File: config.mk
export PLATFORM = sky130hd
export DESIGN_NAME = rim_top
export DESIGN_NICKNAME = d
export VERILOG_FILES = /design/src/rim_pkg.sv /design/src/rim_top.sv
export SDC_FILE = /design/constraint.sdc
export NUM_CORES = 1
export LEC_CHECK = 0
export BUFFER_PORTS_ARGS = -buffer_cell sky130_fd_sc_hd__buf_2
export CORE_MARGIN = 2
export CORE_UTILIZATION = 55
export DETAILED_ROUTE_END_ITERATION = 12
export PLACE_DENSITY = 0.81
export SYNTH_ARGS = -nofsm -noshare
export SYNTH_HDL_FRONTEND = slang
export SYNTH_SLANG_ARGS = --single-unit
File: constraint.sdc
create_clock -name sys_clk_i -period 4.1 [get_ports sys_clk_i]
set_input_delay 0.205 -clock sys_clk_i [delete_from_list [all_inputs] [get_ports sys_clk_i]]
set_output_delay 0.205 -clock sys_clk_i [all_outputs]
set_load 0.02 [all_outputs]
File: src/rim_pkg.sv
package rim_pkg;

	// Clock rate and the derived cycle figures
	localparam int unsigned CLK_PERIOD_PS = 50000;
	// Least width of the reset pulse driven on the pin, plain default
	localparam int unsigned MIN_OUT_NS = 30000;
	// Least time, so rounded up to whole cycles
	localparam int unsigned MIN_OUT_CYC =
		(MIN_OUT_NS * 1000 + CLK_PERIOD_PS - 1) / CLK_PERIOD_PS;
	localparam int unsigned DLY_SHORT = 256;
	localparam int unsigned DLY_LONG = 4096;
	localparam int unsigned FETCH_CYC = 2;
	localparam int unsigned GLITCH_CYC = 4;
	localparam int unsigned CNT_W = 13;

	// Reset service routine vector location
	localparam logic [15:0] VEC_LO = 16'hFFFE;

	// Register map, byte addresses
	localparam int unsigned AXI_AW = 4;
	localparam logic [3:0] ADDR_CTRL = 4'h0;
	localparam logic [3:0] ADDR_SEQ = 4'h4;

	// Field positions in integrity_ctrl_status
	localparam int unsigned BIT_WARN_IE = 6;
	localparam int unsigned BIT_WARN_F = 5;
	localparam int unsigned BIT_LVD_RF = 4;
	localparam int unsigned BIT_GUARD_IE = 2;
	localparam int unsigned BIT_FAIL_F = 1;
	localparam int unsigned BIT_WDG_RF = 0;
	// Field positions in the sequencer status register
	localparam int unsigned BIT_SEQ_DRIVE = 2;

	localparam logic [1:0] RESP_OKAY = 2'h0;
	localparam logic [1:0] RESP_SLVERR = 2'h2;

	typedef enum logic [1:0] {
		SEQ_ACTIVE,
		SEQ_DELAY,
		SEQ_FETCH,
		SEQ_RUN
	} rim_state_t;

	// Non-volatile configuration options
	typedef struct packed {
		logic long_delay;
		logic lvd_en;
		logic doubler_en;
		logic guard_en;
	} rim_opt_t;

endpackage

File: src/rim_top.sv
// Summary of operation
// - Pin, supply detector and watchdog requests all reset; pin held low through delay.
// - After reset, the vector is fetched from the two top addresses.
// - Each reset runs active phase, then stabilisation delay, then vector fetch.
// - Stabilisation delay is 256 or 4096 cycles, chosen by an option.
// - Vector fetch takes exactly two cycles before execution starts.
// - Reset pin is an input and an open-drain output with pull-up.
// - Low level on the pin enters reset with no clock needed.
// - A recognised pin pulse is stretched to the least output width.
// - Watchdog underflow drives the pin low for the least output width.
// - Supply detector holds reset while supply is below its hysteretic threshold.
// - Pin stays low for as long as the supply reset lasts.
// - Supply detector is enabled or disabled by an option.
// - Supply warning comparator output is a read-only live status bit.
// - Supply warning monitor works only when the supply detector is enabled.
// - Enabled warning interrupt fires on every toggle of the warning flag.
// - No warning interrupt for a crossing inside the reset delay.
// - Enabling while below threshold gives one interrupt now, one at crossing.
// - Enabling after the threshold was reached gives no interrupt until the next toggle.
// - Clock guard filters oscillator glitches, only with the doubler enabled.
// - Lost oscillator switches to the safe clock, and back on recovery.
// - Failover flag set while on safe clock; cleared by read after recovery.
// - Watchdog flag set by watchdog, cleared by zero write or supply reset.
//
// Our own choices: the address map and register access over AXI4-Lite.
`timescale 1ns/1ps
module rim_top #(
	parameter int unsigned DLY_SHORT = rim_pkg::DLY_SHORT,
	parameter int unsigned DLY_LONG = rim_pkg::DLY_LONG,
	parameter int unsigned MIN_OUT_CYC = rim_pkg::MIN_OUT_CYC,
	parameter int unsigned GLITCH_CYC = rim_pkg::GLITCH_CYC
) (
	input wire logic sys_clk_i,
	input wire logic rst_n_i,
	input wire logic ce_i,
	input wire rim_pkg::rim_opt_t opt_i,
	input wire logic rst_pin_i,
	output logic rst_pin_o,
	output logic rst_pin_oe_o,
	input wire logic lvd_below_i,
	input wire logic avd_below_i,
	input wire logic wdg_underflow_i,
	input wire logic osc_ok_i,
	input wire logic warn_irq_ack_i,
	output logic cpu_rst_o,
	output logic vec_fetch_o,
	output logic [15:0] vec_addr_o,
	output logic safe_clk_sel_o,
	output logic warn_irq_o,
	output logic guard_irq_o,
	input wire logic [rim_pkg::AXI_AW-1:0] s_axi_awaddr,
	input wire logic s_axi_awvalid,
	output logic s_axi_awready,
	input wire logic [31:0] s_axi_wdata,
	input wire logic [3:0] s_axi_wstrb,
	input wire logic s_axi_wvalid,
	output logic s_axi_wready,
	output logic [1:0] s_axi_bresp,
	output logic s_axi_bvalid,
	input wire logic s_axi_bready,
	input wire logic [rim_pkg::AXI_AW-1:0] s_axi_araddr,
	input wire logic s_axi_arvalid,
	output logic s_axi_arready,
	output logic [31:0] s_axi_rdata,
	output logic [1:0] s_axi_rresp,
	output logic s_axi_rvalid,
	input wire logic s_axi_rready
);
	localparam int unsigned W = rim_pkg::CNT_W;

	// Reset release through two flops
	logic [1:0] rst_sync_r;
	logic rst_ok;
	always_ff @(posedge sys_clk_i or negedge rst_n_i) begin
		if (!rst_n_i) begin
			rst_sync_r <= 2'h0;
		end else begin
			rst_sync_r <= {rst_sync_r[0], 1'b1};
		end
	end
	assign rst_ok = rst_sync_r[1];

	// Pin is open drain: output level fixed low, only the enable moves
	logic drive_r, drive_d_r, ext_clr_n;
	logic [1:0] ext_sync_r;
	assign rst_pin_o = 1'b0;
	// Own drive masks the pin, one extra cycle covers the pull-up rise
	assign ext_clr_n = rst_pin_i | drive_r | drive_d_r;
	// Async entry, synchronous release; works with the clock stopped
	always_ff @(posedge sys_clk_i or negedge ext_clr_n) begin
		if (!ext_clr_n) begin
			ext_sync_r <= 2'h0;
		end else if (ce_i) begin
			ext_sync_r <= {ext_sync_r[0], 1'b1};
		end
	end

	// Analog comparators and oscillator detector, two-flop synchronisers
	logic [2:0] s1_r, s2_r;
	logic lvd_s, avd_s, osc_s;
	always_ff @(posedge sys_clk_i or negedge rst_ok) begin
		if (!rst_ok) begin
			s1_r <= 3'h0;
			s2_r <= 3'h0;
		end else if (ce_i) begin
			s1_r <= {lvd_below_i, avd_below_i, osc_ok_i};
			s2_r <= s1_r;
		end
	end
	assign {lvd_s, avd_s, osc_s} = s2_r;

	// Clock guard: glitch filter and safe clock selection
	logic [W-1:0] gf_cnt_r, gf_cnt_nxt;
	logic osc_filt_r, osc_filt_nxt, safe_r, safe_nxt;
	always_comb begin
		gf_cnt_nxt = '0;
		osc_filt_nxt = osc_filt_r;
		if (!opt_i.doubler_en) begin
			osc_filt_nxt = osc_s;
		end else if (osc_s != osc_filt_r) begin
			// Change is taken only after a run of equal samples
			if (gf_cnt_r == W'(GLITCH_CYC - 1)) begin
				osc_filt_nxt = osc_s;
			end else begin
				gf_cnt_nxt = gf_cnt_r + W'(1);
			end
		end
		safe_nxt = opt_i.guard_en & ~osc_filt_nxt;
	end
	always_ff @(posedge sys_clk_i or negedge rst_ok) begin
		if (!rst_ok) begin
			gf_cnt_r <= '0;
			osc_filt_r <= 1'b1;
			safe_r <= 1'b0;
		end else if (ce_i) begin
			gf_cnt_r <= gf_cnt_nxt;
			osc_filt_r <= osc_filt_nxt;
			safe_r <= safe_nxt;
		end
	end
	assign safe_clk_sel_o = safe_r;

	// Reset sequencer
	rim_pkg::rim_state_t state_r, state_nxt;
	logic [W-1:0] cnt_r, cnt_nxt, str_r, str_nxt, dly_last;
	logic [15:0] vec_r, vec_nxt;
	logic ext_low, ext_prev_r, ext_fall, lvd_act, kick, src_act, drive_nxt;
	assign ext_low = ~ext_sync_r[1];
	assign ext_fall = ext_low & ~ext_prev_r;
	assign lvd_act = opt_i.lvd_en & lvd_s;
	assign kick = ext_fall | wdg_underflow_i;
	assign dly_last = opt_i.long_delay ? W'(DLY_LONG - 1) : W'(DLY_SHORT - 1);
	assign src_act = ext_low | lvd_act | kick | (str_r != '0);
	always_comb begin
		state_nxt = state_r;
		cnt_nxt = cnt_r;
		// Stretch pin and watchdog pulses to the least output width
		str_nxt = (str_r != '0) ? str_r - W'(1) : '0;
		if (kick) begin
			str_nxt = W'(MIN_OUT_CYC);
		end
		case (state_r)
			rim_pkg::SEQ_ACTIVE: begin
				if (!src_act) begin
					state_nxt = rim_pkg::SEQ_DELAY;
					cnt_nxt = dly_last;
				end
			end
			rim_pkg::SEQ_DELAY: begin
				if (src_act) begin
					state_nxt = rim_pkg::SEQ_ACTIVE;
				end else if (cnt_r == '0) begin
					state_nxt = rim_pkg::SEQ_FETCH;
				end else begin
					cnt_nxt = cnt_r - W'(1);
				end
			end
			rim_pkg::SEQ_FETCH: begin
				if (src_act) begin
					state_nxt = rim_pkg::SEQ_ACTIVE;
				end else if (cnt_r == W'(rim_pkg::FETCH_CYC - 1)) begin
					state_nxt = rim_pkg::SEQ_RUN;
				end else begin
					cnt_nxt = cnt_r + W'(1);
				end
			end
			default: begin
				if (src_act) begin
					state_nxt = rim_pkg::SEQ_ACTIVE;
				end
			end
		endcase
		drive_nxt = (state_nxt == rim_pkg::SEQ_ACTIVE) ||
			(state_nxt == rim_pkg::SEQ_DELAY);
		vec_nxt = '0;
		if (state_nxt == rim_pkg::SEQ_FETCH) begin
			vec_nxt = rim_pkg::VEC_LO + 16'(cnt_nxt);
		end
	end
	// Power-up starts in the active phase so the delay always runs
	always_ff @(posedge sys_clk_i or negedge rst_ok) begin
		if (!rst_ok) begin
			state_r <= rim_pkg::SEQ_ACTIVE;
			cnt_r <= '0;
			str_r <= '0;
			vec_r <= '0;
			ext_prev_r <= 1'b0;
			drive_r <= 1'b1;
			drive_d_r <= 1'b1;
		end else if (ce_i) begin
			state_r <= state_nxt;
			cnt_r <= cnt_nxt;
			str_r <= str_nxt;
			vec_r <= vec_nxt;
			ext_prev_r <= ext_low;
			drive_r <= drive_nxt;
			drive_d_r <= drive_r;
		end
	end
	assign rst_pin_oe_o = drive_r;
	// Pin term keeps the core in reset even with the clock halted
	assign cpu_rst_o = (state_r != rim_pkg::SEQ_RUN) | ext_low;
	assign vec_fetch_o = (state_r == rim_pkg::SEQ_FETCH);
	assign vec_addr_o = vec_r;

	// Register bus: write address and data latched in either order
	logic aw_r, aw_nxt, w_r, w_nxt, b_r, b_nxt, r_r, r_nxt, wr_fire, rd_ctrl;
	logic [rim_pkg::AXI_AW-1:0] awa_r, awa_nxt;
	logic [7:0] wd_r, wd_nxt;
	logic ws_r, ws_nxt;
	logic [1:0] bresp_r, bresp_nxt, rresp_r, rresp_nxt;
	logic [31:0] rdata_r, rdata_nxt, ctrl_v;
	logic wr_ctrl, warn_f;
	logic ie_r, ie_nxt, gie_r, gie_nxt, lrf_r, lrf_nxt, wrf_r, wrf_nxt;
	logic fail_r, fail_nxt, pend_r, pend_nxt, warn_prev_r, ie_prev_r;
	assign s_axi_awready = ~aw_r & ~b_r;
	assign s_axi_wready = ~w_r & ~b_r;
	assign s_axi_arready = ~r_r;
	assign wr_fire = aw_r & w_r;
	assign wr_ctrl = wr_fire & ws_r &
		(awa_r[rim_pkg::AXI_AW-1:2] == rim_pkg::ADDR_CTRL[rim_pkg::AXI_AW-1:2]);
	assign rd_ctrl = s_axi_arvalid & ~r_r &
		(s_axi_araddr[rim_pkg::AXI_AW-1:2] ==
		rim_pkg::ADDR_CTRL[rim_pkg::AXI_AW-1:2]);
	// Live comparator view, dead when the supply detector is off
	assign warn_f = opt_i.lvd_en & avd_s;
	always_comb begin
		ctrl_v = '0;
		ctrl_v[rim_pkg::BIT_WARN_IE] = ie_r;
		ctrl_v[rim_pkg::BIT_WARN_F] = warn_f;
		ctrl_v[rim_pkg::BIT_LVD_RF] = lrf_r;
		ctrl_v[rim_pkg::BIT_GUARD_IE] = gie_r;
		ctrl_v[rim_pkg::BIT_FAIL_F] = fail_r;
		ctrl_v[rim_pkg::BIT_WDG_RF] = wrf_r;
		aw_nxt = aw_r;
		awa_nxt = awa_r;
		w_nxt = w_r;
		wd_nxt = wd_r;
		ws_nxt = ws_r;
		b_nxt = b_r;
		bresp_nxt = bresp_r;
		if (s_axi_awvalid && s_axi_awready) begin
			aw_nxt = 1'b1;
			awa_nxt = s_axi_awaddr;
		end
		if (s_axi_wvalid && s_axi_wready) begin
			w_nxt = 1'b1;
			wd_nxt = s_axi_wdata[7:0];
			ws_nxt = s_axi_wstrb[0];
		end
		if (wr_fire) begin
			aw_nxt = 1'b0;
			w_nxt = 1'b0;
			b_nxt = 1'b1;
			bresp_nxt = rim_pkg::RESP_SLVERR;
			if (awa_r[rim_pkg::AXI_AW-1:2] ==
				rim_pkg::ADDR_CTRL[rim_pkg::AXI_AW-1:2] ||
				awa_r[rim_pkg::AXI_AW-1:2] ==
				rim_pkg::ADDR_SEQ[rim_pkg::AXI_AW-1:2]) begin
				bresp_nxt = rim_pkg::RESP_OKAY;
			end
		end else if (b_r && s_axi_bready) begin
			b_nxt = 1'b0;
		end
		r_nxt = r_r;
		rdata_nxt = rdata_r;
		rresp_nxt = rresp_r;
		if (s_axi_arvalid && !r_r) begin
			r_nxt = 1'b1;
			rdata_nxt = '0;
			rresp_nxt = rim_pkg::RESP_OKAY;
			if (rd_ctrl) begin
				rdata_nxt = ctrl_v;
			end else if (s_axi_araddr[rim_pkg::AXI_AW-1:2] ==
				rim_pkg::ADDR_SEQ[rim_pkg::AXI_AW-1:2]) begin
				rdata_nxt[1:0] = 2'(state_r);
				rdata_nxt[rim_pkg::BIT_SEQ_DRIVE] = drive_r;
			end else begin
				rresp_nxt = rim_pkg::RESP_SLVERR;
			end
		end else if (r_r && s_axi_rready) begin
			r_nxt = 1'b0;
		end
	end

	// Flags and enables; hardware set always wins over a clear
	always_comb begin
		ie_nxt = wr_ctrl ? wd_r[rim_pkg::BIT_WARN_IE] : ie_r;
		gie_nxt = wr_ctrl ? wd_r[rim_pkg::BIT_GUARD_IE] : gie_r;
		lrf_nxt = lrf_r;
		if (wr_ctrl && !wd_r[rim_pkg::BIT_LVD_RF]) begin
			lrf_nxt = 1'b0;
		end
		if (lvd_act) begin
			lrf_nxt = 1'b1;
		end
		wrf_nxt = wrf_r;
		if ((wr_ctrl && !wd_r[rim_pkg::BIT_WDG_RF]) || lvd_act) begin
			wrf_nxt = 1'b0;
		end
		if (wdg_underflow_i) begin
			wrf_nxt = 1'b1;
		end
		// Read clears only once the main oscillator is back
		fail_nxt = (fail_r & ~rd_ctrl) | safe_r;
		if (!opt_i.guard_en) begin
			fail_nxt = 1'b0;
		end
		// Toggles inside reset or delay are absorbed, not queued
		pend_nxt = pend_r & ~warn_irq_ack_i;
		if (state_r == rim_pkg::SEQ_RUN && ie_r &&
			((warn_f != warn_prev_r) ||
			(!ie_prev_r && warn_f))) begin
			pend_nxt = 1'b1;
		end
	end
	always_ff @(posedge sys_clk_i or negedge rst_ok) begin
		if (!rst_ok) begin
			aw_r <= 1'b0;
			awa_r <= '0;
			w_r <= 1'b0;
			wd_r <= 8'h00;
			ws_r <= 1'b0;
			b_r <= 1'b0;
			bresp_r <= rim_pkg::RESP_OKAY;
			r_r <= 1'b0;
			rdata_r <= '0;
			rresp_r <= rim_pkg::RESP_OKAY;
			ie_r <= 1'b0;
			gie_r <= 1'b0;
			lrf_r <= 1'b0;
			wrf_r <= 1'b0;
			fail_r <= 1'b0;
			pend_r <= 1'b0;
			warn_prev_r <= 1'b0;
			ie_prev_r <= 1'b0;
		end else if (ce_i) begin
			aw_r <= aw_nxt;
			awa_r <= awa_nxt;
			w_r <= w_nxt;
			wd_r <= wd_nxt;
			ws_r <= ws_nxt;
			b_r <= b_nxt;
			bresp_r <= bresp_nxt;
			r_r <= r_nxt;
			rdata_r <= rdata_nxt;
			rresp_r <= rresp_nxt;
			ie_r <= ie_nxt;
			gie_r <= gie_nxt;
			lrf_r <= lrf_nxt;
			wrf_r <= wrf_nxt;
			fail_r <= fail_nxt;
			pend_r <= pend_nxt;
			warn_prev_r <= warn_f;
			ie_prev_r <= ie_r;
		end
	end
	assign s_axi_bvalid = b_r;
	assign s_axi_bresp = bresp_r;
	assign s_axi_rvalid = r_r;
	assign s_axi_rdata = rdata_r;
	assign s_axi_rresp = rresp_r;
	assign warn_irq_o = pend_r;
	assign guard_irq_o = fail_r & gie_r & opt_i.guard_en;

	logic [W-1:0] dly_seen_r;
	always_ff @(posedge sys_clk_i or negedge rst_ok) begin
		if (!rst_ok) begin
			dly_seen_r <= '0;
		end else if (ce_i) begin
			dly_seen_r <= (state_r == rim_pkg::SEQ_DELAY) ?
				dly_seen_r + W'(1) : '0;
		end
	end
endmodule // rim_top

# Word-level counts from Yosys, hierarchy flattened
# Index checks and enable logic that the tools add are counted.
# totals
elab_cells	165
input_bits	62
register_bits	132
# op_classes
n_addsub	5
eq_ne	12
n_bitwise	32
n_mux	43
n_reduce_logical	41
# op_table
cell	count
$mux W13	10
$pmux W13 S3	1
$add A13 B1 Y13 const B	2
$sub A13 B1 Y13 const B	2
$reduce_and A2 Y1	11
$mux W2	9
$mux W1	17
$mux W16	1
$add A2 B14 Y15 const A	1
$and A1 B1 Y1	15
$eq A13 B1 Y1 const B	1
$eq A13 B2 Y1 const B	1
$logic_not A13 Y1	1
$reduce_bool A13 Y1	1
$mux W12	1
$reduce_bool A2 Y1	6
$logic_and A1 B1 Y1	10
$not A1 Y1	9
$eq A2 B1 Y1 const B	4
$logic_not A2 Y1	4
$or A1 B1 Y1	8
$eq A2 B2 Y1 const B	3
$mux W3	2
$pmux W2 S3	1
other kinds (5)	12

# Longest topological paths before layout
# Gate-level depths: netlist of run 1.
# logic_depth
depth_word	9
depth_mapped	18
mapped_depth_nobuf	15

# Least setup slack after synthesis of run 1
# Ideal clock, no wire load.
# synth_path
path_kind	register -> register
start	reg str_r[0]
end	reg vec_r[12], in the netlist vec_addr_o[12]
slack_ns	0.424
period_less_slack_ns	3.676
t_required_ns	3.977
arrival_ns	3.552
stages_incl_launch_ff	14
path_cell_list	dfrtp_1 inv_1 ha_1 or4b_1 clkbuf_1 or4b_1 buf_2 or4_4 nor4b_2 xor2_1 a211o_1 nor4_2 xor2_1 o2bb2ai_1
# synth_via
elab_chain_cells	6
word_cells_on_any_way	14
classes_between	1 x add/sub; 1 x eq/ne; 10 x mux; 1 x bitwise; 1 x reduce/logical
# synth_lines
item	line	source
start, declared	rim_top.sv:145	logic [W-1:0] cnt_r, cnt_nxt, str_r, str_nxt, dly_last;
start signal, assigned	rim_top.sv:213	str_r <= str_nxt;
$reduce_bool A13 Y1 *	rim_top.sv:153	assign src_act = ext_low | lvd_act | kick | (str_r != '0);
$or A1 B1 Y1 *	rim_top.sv:153	
$mux W13 (tied with other cells)	rim_top.sv:179	if (src_act) begin
$pmux W13 S3 or $pmux W2 S3 (tied branches)	rim_top.sv:162	case (state_r)
$add A2 B14 Y15 or $eq A2 B2 Y1 (tied branches)	rim_top.sv:197, rim_top.sv:196	
$mux W16 *	rim_top.sv:196	if (state_nxt == rim_pkg::SEQ_FETCH) begin
end signal, assigned	rim_top.sv:214	vec_r <= vec_nxt;
end, declared	rim_top.sv:146	logic [15:0] vec_r, vec_nxt;
# Mark *: on every way between the ends. The rest lies on a longest branch, timed or not.
# A chain may end at the register's enable or synchronous reset.

# Worst setup path in the final report of run 1
# Ends and elaborated chain as after synthesis.

==> flow_metrics.tcl, run 1 <==
set metrics [dict create \
    synth_top_cells_by_count "95 x dfrtp_1, 68 x nand2_1, 51 x nor2_1, 36 x clkbuf_1, 34 x o21ai_0" \
    grt_max_degree 66 \
    ys_top_cells_by_area "dfrtp_1 41%, mux2_2 4.5%, nand2_1 4.4%, buf_4 3.9%, nor2_1 3.3%" \
    grt.total_usage 0.253 \
    drt.antenna.violating_nets 0 \
    timing.setup.tns_ns 0 \
    worst_slew_margin_rel 0.438 \
    multiInputGateArea_sq_um 2960 \
    die_height_um 106 \
    worstPathArrival_ns 4.04 \
    worstPathMaxFanout 4 \
    wl_um 13800 \
    cts_root_buf "clkbuf_8" \
    drt_pass1_iterations 5 \
    cts-htree-levels 3 \
    synth_sequential_area_ratio 0.425 \
    synth_cell_types 69 \
    hold_viol 0 \
    peakVddDrop_uv 380 \
    post-route-util 0.618 \
    setup.worst_path.class "flip-flop to flip-flop" \
    static-leakage-power_nw 2.76 \
    overflow 0 \
    cts_buffer_depth 2 \
    layout.area.seq_sq_um 2460 \
    post-synth-top-area-fraction 0.412 \
    synth_top_cell_by_area "dfrtp_1" \
    clock.fmax_mhz 265 \
    grt_antenna_before_repair 0 \
    die-area_sq_um 11300 \
    async_reset_ff_frac 1.00 \
    period_utilisation_layout 0.920 \
    fillCellCount 873 \
    setup.worst_path.start_class "flip-flop" \
    grt_setup_unrepaired "false" \
    synthSimpleGateAreaFrac 0.224 \
    final_layout_size_suffix_gt1_frac 0.206 \
    timing.hold.worst.class "primary input to flip-flop" \
    floorplan.core_area_sq_um 10300 \
    worst_slew_pin_slew_ns 0.843 \
    synth.avg_cell_area_sq_um 9.11 \
    boundaryPins 126 \
    drtIter0Drc 294 \
    viasPerCell 5.99 \
    grt_pass1_vias 4887 \
    n_antenna_cell 0 \
    finalSetupViolCount 0 \
    clk_latency_ns 0.38 \
    critPathRequiredTime_ns 4.36 \
    ys.flop_type "dfrtp_1" \
    post_cts_buffers 0 \
    routed_wire_per_std_cell_um 16.7 \
    postSynthRegisterBits 98 \
    powerDensity_nw_per_um2 396 \
    post_synth_instance_area_sq_um 5780 \
    synth_enable_flop_cells 0 \
    timing_max_transition_violations_final 0 \
    nNetsFinal 752 \
    cts_tree "done" \
    detail_route.drc_violations 0 \
    areaGrowthSynthToFinish_pct 9.99 \
    syn-instance-count 634 \
    holdWs_ns 0.0538 \
    port-buffer-count 61 \
    drv_cap 0 \
    num_rows 37 \
    yosys_warnings 0 \
    synth_most_common_cell "dfrtp_1" \
    via_count 4944 \
    die_width_um 106 \
    cts_buffers 9 \
    cts.sinks 98 \
    synth_compound_area_frac 0.167 \
    synth_xor_xnor_area_share 0.0334 \
    run_status "complete, no violations" \
    hpwlAfterDp_um 9690 \
    critPathCaptureType "flip-flop" \
    floorplan.initialDensity 0.562 \
    cts.repair.resized 0 \
    place.gp.congestion 0.923 \
    synth_top_family_by_area "simple AND/OR/NAND/NOR gates" \
    finalWorstPathRequiredPeriod_ns 3.77 \
    skew_ns 0.0112 \
    share_of_cell_area_taken_by_muxes_after_synthesis 0.0552 \
    postCtsHoldBufs 2 \
    synth_fa_ha_area_frac 0.0130 \
    grt_pass1_wl_um 23200 \
    clkTransAtPathRegs_ns 0.10 \
]
## layout make-up
class,count,share of cell area
multi-input cells,471,0.466
flip-flops and latches,98,0.387
repair buffers,84,0.0760
well taps,136,0.0268
clock buffers,9,0.0195
clock inverters,7,0.0128
inverters,20,0.0118
## path summary, 6_finish.rpt
path                                  end  slack [ns]  depth (start not counted)      startpoint
setup / recovery           vec_addr_o[12]        0.33                         11        str_r[0]
hold / removal                       ws_r        0.05                          2  s_axi_wstrb[0]
setup reg to reg           vec_addr_o[12]        0.33                         11        str_r[0]
hold reg to reg             ext_sync_r[0]        0.33                          1       drive_d_r
max in group asynchronous      osc_filt_r        2.71                          1   rst_sync_r[1]
min in group asynchronous   rst_sync_r[1]        0.12                          2         rst_n_i
## per-layer routing
metal	track usage	routed length, um	vias to the layer above
met5	0	0	-
met4	0.0686	172	0
met3	0.0546	904	20
met2	0.431	6780	192
met1	0.327	5950	2405
li1	-	-	2327
## cell families (layout without fill, tap and decap cells)
family	after synthesis	count (layout)
AND/OR/NAND/NOR	245	245
adder cells (fa/ha/maj)	6	6
XOR/XNOR	22	22
other	2	30
multiplexers	29	29
buffers and inverters	93	120
flip-flops	98	98
AO/OA/AOI/OAI	139	139
## cells in the final DEF (no fill, tap or decap), drive strengths merged, types with 15 or more instances in the layout
cell     Yosys  layout
inv         20      24
a21oi       18      18
buf         37      82
o2bb2ai     15      15
mux2        23      23
nand3       25      25
nor3        16      16
conb         2      30
o21ai       40      40
dfrtp       95      95
nand2       68      68
nor2        51      51
## where the power goes
group,total [mW],switching (mW),internal (mW)
logic,0.612,0.353,0.259
clock network,0.660,0.367,0.293
registers,1.25,0.146,1.10
total,2.52,0.866,1.65
## through the flow
step,total power [mW],area (sq um),setup slack (ns),std cells
floorplan,1.71,5880,0.424,662
global placement,1.84,6130,0.436,807
detailed placement,1.87,6130,0.370,807
CTS,2.54,6350,0.336,825
global route,2.66,6350,0.0853,825
finish,2.52,6350,0.328,825
## state kept, by name, summed over array words and instances, names as in the netlist, 2 cells and up
signal,count
state_r,2
s1_r,3
s_axi_rdata,6
str_r,13
awa_r,2
gf_cnt_r,13
vec_addr_o,15
wd_r,4
ext_sync_r,2
cnt_r,13
s2_r,3
rst_sync_r,2
## critical path, cell delays in order (launching register included)
cell	delay, ns
dfrtp_1	0.39
inv_1	0.09
ha_1	0.19
or4b_1	0.46
or4b_1	0.54
or4_4	0.58
nor4b_2	0.32
xor2_1	0.11
a211o_1	0.38
nor4_2	0.34
xor2_1	0.18
o2bb2ai_1	0.08
No activity file was read; power rests on OpenSTA's default activity.
==> run 2, diff against run 1 <==
- ABC_AREA: not set -> 1
- CORE_UTILIZATION: 55 -> 56
==> flow_metrics.tcl, run 2 <==
set metrics [dict create \
    grt_antenna_before_repair 0 \
    finalSetupViolCount 0 \
    grt.total_usage 0.262 \
    p_int_mw 1.68 \
    synth_most_common_cell "nand2_1" \
    boundaryPins 126 \
    synth_enable_flop_cells 0 \
    synth_top_cells_by_count "245 x nand2_1, 95 x dfrtp_1, 87 x inv_1, 79 x nand3_1, 67 x nor2_1" \
    drt_pass1_iterations 5 \
    clk_latency_ns 0.34 \
    critPathRequiredTime_ns 4.33 \
    die-area_sq_um 12100 \
    most-common-layout-cells "245 x nand2_1, 94 x dfrtp_1, 86 x inv_1, 79 x nand3_1, 67 x nor2_1" \
    num_rows 38 \
    viasPerCell 5.35 \
    worst-r2r-cell-count 17 \
    powerDensity_nw_per_um2 367 \
    path_buf_inv 2 \
    syn-instance-count 859 \
    timing_max_transition_violations_final 0 \
    worstSetupEndpoint "vec_addr_o[11]" \
    clkTransAtPathRegs_ns 0.07 \
    async_reset_ff_frac 1.00 \
    nNetsFinal 974 \
    die_width_um 110 \
    post_synth_instance_area_sq_um 6320 \
    critical_path.reg2reg.startpoint "cnt_r[0]" \
    static-leakage-power_nw 3.45 \
    cts-htree-levels 3 \
    final_layout_size_suffix_gt1_frac 0.154 \
    floorplan.core_area_sq_um 10900 \
    grt_setup_unrepaired "false" \
    timing.setup.tns_ns 0 \
    critPathCaptureType "flip-flop" \
    timing.critical_path.slowest_cell_delay_ns 0.60 \
    grt_pass1_vias 5223 \
    clock.fmax_mhz 311 \
    r2r_slack_ns 0.88 \
    overflow 0 \
    timing.critical_path.depth 17 \
    synth_cell_types 49 \
    via_count 5628 \
    cts_tree "done" \
    run_status "complete, no violations" \
    place.gp.congestion 0.989 \
    register_share_of_total_power 0.476 \
    drt.antenna.violating_nets 0 \
    routed_wire_per_std_cell_um 14.0 \
    drv_cap 0 \
    die_height_um 110 \
    port-buffer-count 61 \
    worstPathArrival_ns 3.45 \
    share_clk_of_total_power 0.316 \
    finalWorstPathRequiredPeriod_ns 3.22 \
    setup.worst_path.class "flip-flop to flip-flop" \
    setup.worst_path.start_class "flip-flop" \
    n_antenna_cell 0 \
    drtIter0Drc 561 \
    skew_ns 0.00767 \
    floorplan.initialDensity 0.578 \
    yosys_warnings 0 \
    cts.sinks 98 \
    critical_path.top_delay_family "simple AND/OR/NAND/NOR gates" \
    holdWs_ns 0.0597 \
    worst_slew_margin_rel 0.363 \
    cp_cell_sequence "clkinv_1 > ha_1 > nand2_4 > nor2_4 > nand2_2 > inv_2 > nor2_4 > nand2_1 > nand3_2 > nand3_1 > nand2_1 > ha_1 > nand3_2 > nor2_2 > nand3_1 > nand3_1 > nand2_1" \
    ys.flop_type "dfrtp_1" \
    timing.hold.worst.class "primary input to flip-flop" \
    ys_top_cells_by_area "dfrtp_1 38%, nand2_1 15%, nand3_1 6.3%, inv_1 5.2%, o21ai_0 4.4%" \
    comb_power_share 0.208 \
    cts_buffer_depth 2 \
    largest_register_ff_count 15 \
    layoutNonFillerInstCount 1051 \
    areaGrowthSynthToFinish_pct 7.45 \
    crit-reg2reg-capture "vec_addr_o[11]" \
    peakVddDrop_uv 352 \
    synth_top_cell_by_area "dfrtp_1" \
    grt_max_degree 61 \
    post-synth-top-area-fraction 0.376 \
    timing.critical_path.from "cnt_r[0]" \
    cts_root_buf "clkbuf_16" \
    sw_frac_of_total 0.325 \
    period_utilisation_layout 0.784 \
    wl_um 14700 \
    grt_pass1_wl_um 25000 \
    worst_slew_pin_slew_ns 0.952 \
    synth_sequential_area_ratio 0.389 \
    detail_route.drc_violations 0 \
    layout.cells.most_common "nand2_1" \
    switchingPower_mw 0.810 \
    synth.avg_cell_area_sq_um 7.36 \
    critical_path_cell_with_the_highest_stage_delay "dfrtp_1" \
    dp.cells 1033 \
    hold_viol 0 \
    worstPathMaxFanout 12 \
    timing.hold.worst_path_depth 3 \
    cts_buffers 9 \
    postSynthRegisterBits 98 \
    hpwlAfterDp_um 10500 \
]
==> run 2: cell count changes after synthesis, sizes merged, moves of 8 or more <==
cell,change
nor2,+34
o21ai,+20
nor4b,-8
nand3,+67
nand2b,-10
clkbuf,-23
buf,+10
o2bb2ai,-15
inv,+71
mux2,-23
nand2,+194
==> run 2: what timing repair did <==
| item | 4_1_cts | 5_1_grt |
|---|---|---|
| setup buffers | 0 | 0 |
| resized for setup | 0 | 0 |
| endpoints found under the hold margin | 4 | 0 |
| hold buffers | 2 | 0 |
==> run 2: area by class of cell <==
cell class                      instances  area (sq um)
Clock inverter                          5          37.5
Fill cell                            1007          4150
Timing Repair Buffer                   68           363
Inverter                               92           350
Tap cell                              140           175
Multi-Input combinational cell        637          3170
Clock buffer                           11           233
Sequential cell                        98          2460
==> run 2: worst reg2reg max path, stage by stage (launching register included) <==
cell,delay [ns]
dfrtp_1,0.60
clkinv_1,0.37
ha_1,0.42
nand2_4,0.14
nor2_4,0.05
nand2_2,0.21
inv_2,0.10
nor2_4,0.11
nand2_1,0.08
nand3_2,0.09
nand3_1,0.08
nand2_1,0.10
ha_1,0.20
nand3_2,0.15
nor2_2,0.17
nand3_1,0.10
nand3_1,0.08
nand2_1,0.06
==> run 2: worst min path at each step <==
stage,from,to,slack [ns]
global route,s_axi_wdata[4],wd_r[4],0.06
CTS,s_axi_wdata[0],wd_r[0],0.05
floorplan,rst_n_i,rst_sync_r[0],-0.09
finish,osc_ok_i,s1_r[0],0.06
global placement,rst_n_i,rst_sync_r[0],-0.008
detailed placement,rst_n_i,rst_sync_r[0],-0.004
==> run 2: power groups by stage <==
stage                     clock (mW)  sequential [mW]  combinational (mW)
after floorplan                    0             1.21               0.385
after global placement             0             1.20               0.500
after detailed placement           0             1.20               0.513
after CTS                      0.796             1.18               0.520
after global routing           0.834             1.20               0.597
final                          0.786             1.18               0.519
==> run 2: per-layer routing <==
metal	wire (um)	global-route usage	up-vias
li1	-	-	2803
met1	6700	0.373	2604
met2	6870	0.412	203
met3	957	0.0529	18
met4	207	0.0714	0
met5	0	0	-
==> run 2: kinds of logic (layout without fill, tap and decap cells) <==
group                    count (synthesis)  in the layout  synth area share
XOR/XNOR                                16             16            0.0222
adder cells (fa/ha/maj)                  6              6            0.0119
other                                    2             30           0.00119
AND/OR/NAND/NOR                        482            482             0.361
AO/OA/AOI/OAI                          103            103            0.0887
flip-flops                              98             98             0.389
buffers and inverters                  152            176             0.126
==> run 2: metrics by stage <==
stage | worst slack [ns] | area [sq um] | utilization | power, mW
final | 0.884 | 6790 | 0.621 | 2.49
after global routing | 0.610 | 6790 | 0.621 | 2.63
after CTS | 0.985 | 6790 | 0.621 | 2.50
after detailed placement | 0.997 | 6500 | 0.594 | 1.71
after global placement | 1.04 | 6500 | 0.594 | 1.70
after floorplan | 1.23 | 6420 | - | 1.59
==> run 3, diff against run 2 <==
- clock period: 4.1 -> 3.1 ns (I/O delays scaled with it)
==> flow_metrics.tcl, run 3 (synthesis results as in run 2) <==
set metrics [dict create \
    wl_um 14900 \
    layoutNonFillerInstCount 1060 \
    wl_met3_um 1200 \
    floorplan.initialDensity 0.578 \
    post_cts_buffers 0 \
    critPathRequiredTime_ns 3.34 \
    crit-reg2reg-capture "vec_addr_o[11]" \
    cts-htree-levels 3 \
    clk_latency_ns 0.35 \
    nNetsFinal 983 \
    areaGrowthSynthToFinish_pct 9.25 \
    clkTransAtPathRegs_ns 0.07 \
    cts.sinks 98 \
    boundaryPins 126 \
    r2r_slack_ns 0.43 \
    cts.repair.resized 0 \
    grt_pass1_wl_um 25200 \
    cts_root_buf "clkbuf_16" \
    wirelength_met1_um 6420 \
    hp-start "s_axi_wdata[4]" \
    skew_ns 0.00634 \
    timing.setup.tns_ns 0 \
    critical_path.reg2reg.startpoint "cnt_r[1]" \
    routed.top_layer "met4" \
    worst-r2r-cell-count 16 \
    overflow 0 \
    place.gp.congestion 0.968 \
    detailroute.wirelength.met2_um 6920 \
    static-leakage-power_nw 3.52 \
    worst_slew_margin_rel 0.556 \
    finalWorstPathRequiredPeriod_ns 2.67 \
    die_height_um 110 \
    critical_path.top_delay_family "simple AND/OR/NAND/NOR gates" \
    hold_viol 0 \
    worstPathMaxFanout 12 \
    cts_buffer_depth 2 \
    postCtsHoldBufs 4 \
    powerDensity_nw_per_um2 492 \
    setup.worst_path.class "flip-flop to flip-flop" \
    grt_pass1_vias 5265 \
    final_critical_path_setup_slack_ns 0.434 \
    detail_route.drc_violations 0 \
    setup.worst_path.start_class "flip-flop" \
    worstPathArrival_ns 2.91 \
    peakVddDrop_uv 582 \
    timing.hold.worst_path_depth 3 \
    cts_tree "done" \
    finalSetupViolCount 0 \
    drt_pass1_iterations 6 \
    final_layout_size_suffix_gt1_frac 0.160 \
    drt.antenna.violating_nets 0 \
    port-buffer-count 61 \
    path_buf_inv 1 \
    clock.fmax_mhz 375 \
    cts_buffers 9 \
    floorplan.core_area_sq_um 10900 \
    dp.cells 1039 \
    worst_hold_path.endpoint "wd_r[4]" \
    drtIter0Drc 449 \
    grt.total_usage 0.265 \
    worst_slack_placed_ns 0.471 \
    timing.critical_path.slowest_cell_delay_ns 0.37 \
    cp_cell_sequence "inv_1 > ha_1 > nand2_4 > nor2_4 > nand2_2 > nand2_1 > nand2_1 > nand3_1 > nand3_2 > nor2_4 > ha_1 > nand3_2 > nor2_2 > nand3_1 > nand3_1 > nand2_1" \
    run_status "complete, no violations" \
    most-common-layout-cells "245 x nand2_1, 94 x dfrtp_1, 86 x inv_1, 79 x nand3_1, 67 x nor2_1" \
    grt_setup_unrepaired "false" \
    num_rows 38 \
    timing_max_transition_violations_final 0 \
    die_width_um 110 \
    layout.cells.most_common "nand2_1" \
    critical_path_cell_with_the_highest_stage_delay "dfrtp_1" \
    via_count 5737 \
    report.power.total_mw 3.40 \
    grt_antenna_before_repair 0 \
    critPathCaptureType "flip-flop" \
    hpwlAfterDp_um 10600 \
    grt_max_degree 49 \
    worst_slew_pin_slew_ns 0.666 \
    drv_cap 0 \
    die-area_sq_um 12100 \
    period_utilisation_layout 0.860 \
    routed_wire_per_std_cell_um 14.0 \
    n_antenna_cell 0 \
    viasPerCell 5.41 \
    timing.hold.worst.class "primary input to flip-flop" \
    largest_register_ff_count 15 \
]
run 3: final cells by class:
type / instances / area [sq um]
clock inverter: 5 / 53.8
multi-input combinational: 637 / 3170
fill: 965 / 4030
inverter: 92 / 350
timing repair buffer: 77 / 450
tap: 140 / 175
clock buffer: 11 / 243
sequential: 98 / 2460
run 3: power breakdown:
part	total [mW]	internal [mW]	switching, mW
clock network	1.13	0.647	0.482
registers	1.56	1.44	0.119
logic	0.709	0.239	0.470
total	3.40	2.33	1.07
run 3: worst min-delay path, delay by kind of cell:
kind / cells / cell delay, ns
buffers and inverters: 1 / 0.08
AND/OR/NAND/NOR: 2 / 0.09
run 3: stage by stage:
step,util,cell area [sq um],hold slack (ns)
after floorplan,-,6420,-0.141
after CTS,0.630,6890,0.00143
after global placement,0.600,6560,-0.0571
final,0.631,6900,0.00769
after detailed placement,0.600,6560,-0.0566
after global routing,0.631,6900,0.0131
run 3: worst max path at each step:
stage / startpoint / to / slack [ns] / depth (start not counted)
3_3_place_gp: cnt_r[1] / vec_addr_o[11] / 0.51 / 16
6_report: cnt_r[1] / vec_addr_o[11] / 0.43 / 16
5_1_grt: cnt_r[1] / vec_addr_o[7] / 0.17 / 16
2_1_floorplan: rst_sync_r[1] / aw_r / 0.23 / 0
3_5_place_dp: cnt_r[1] / vec_addr_o[11] / 0.47 / 16
4_1_cts: cnt_r[1] / vec_addr_o[11] / 0.44 / 16
run 3: layer usage:
| metal | vias to the layer above | global-route usage |
|---|---|---|
| li1 | 2830 | - |
| met1 | 2649 | 0.375 |
| met2 | 229 | 0.416 |
| met3 | 29 | 0.0441 |
| met4 | 0 | 0.0875 |
| met5 | - | 0 |
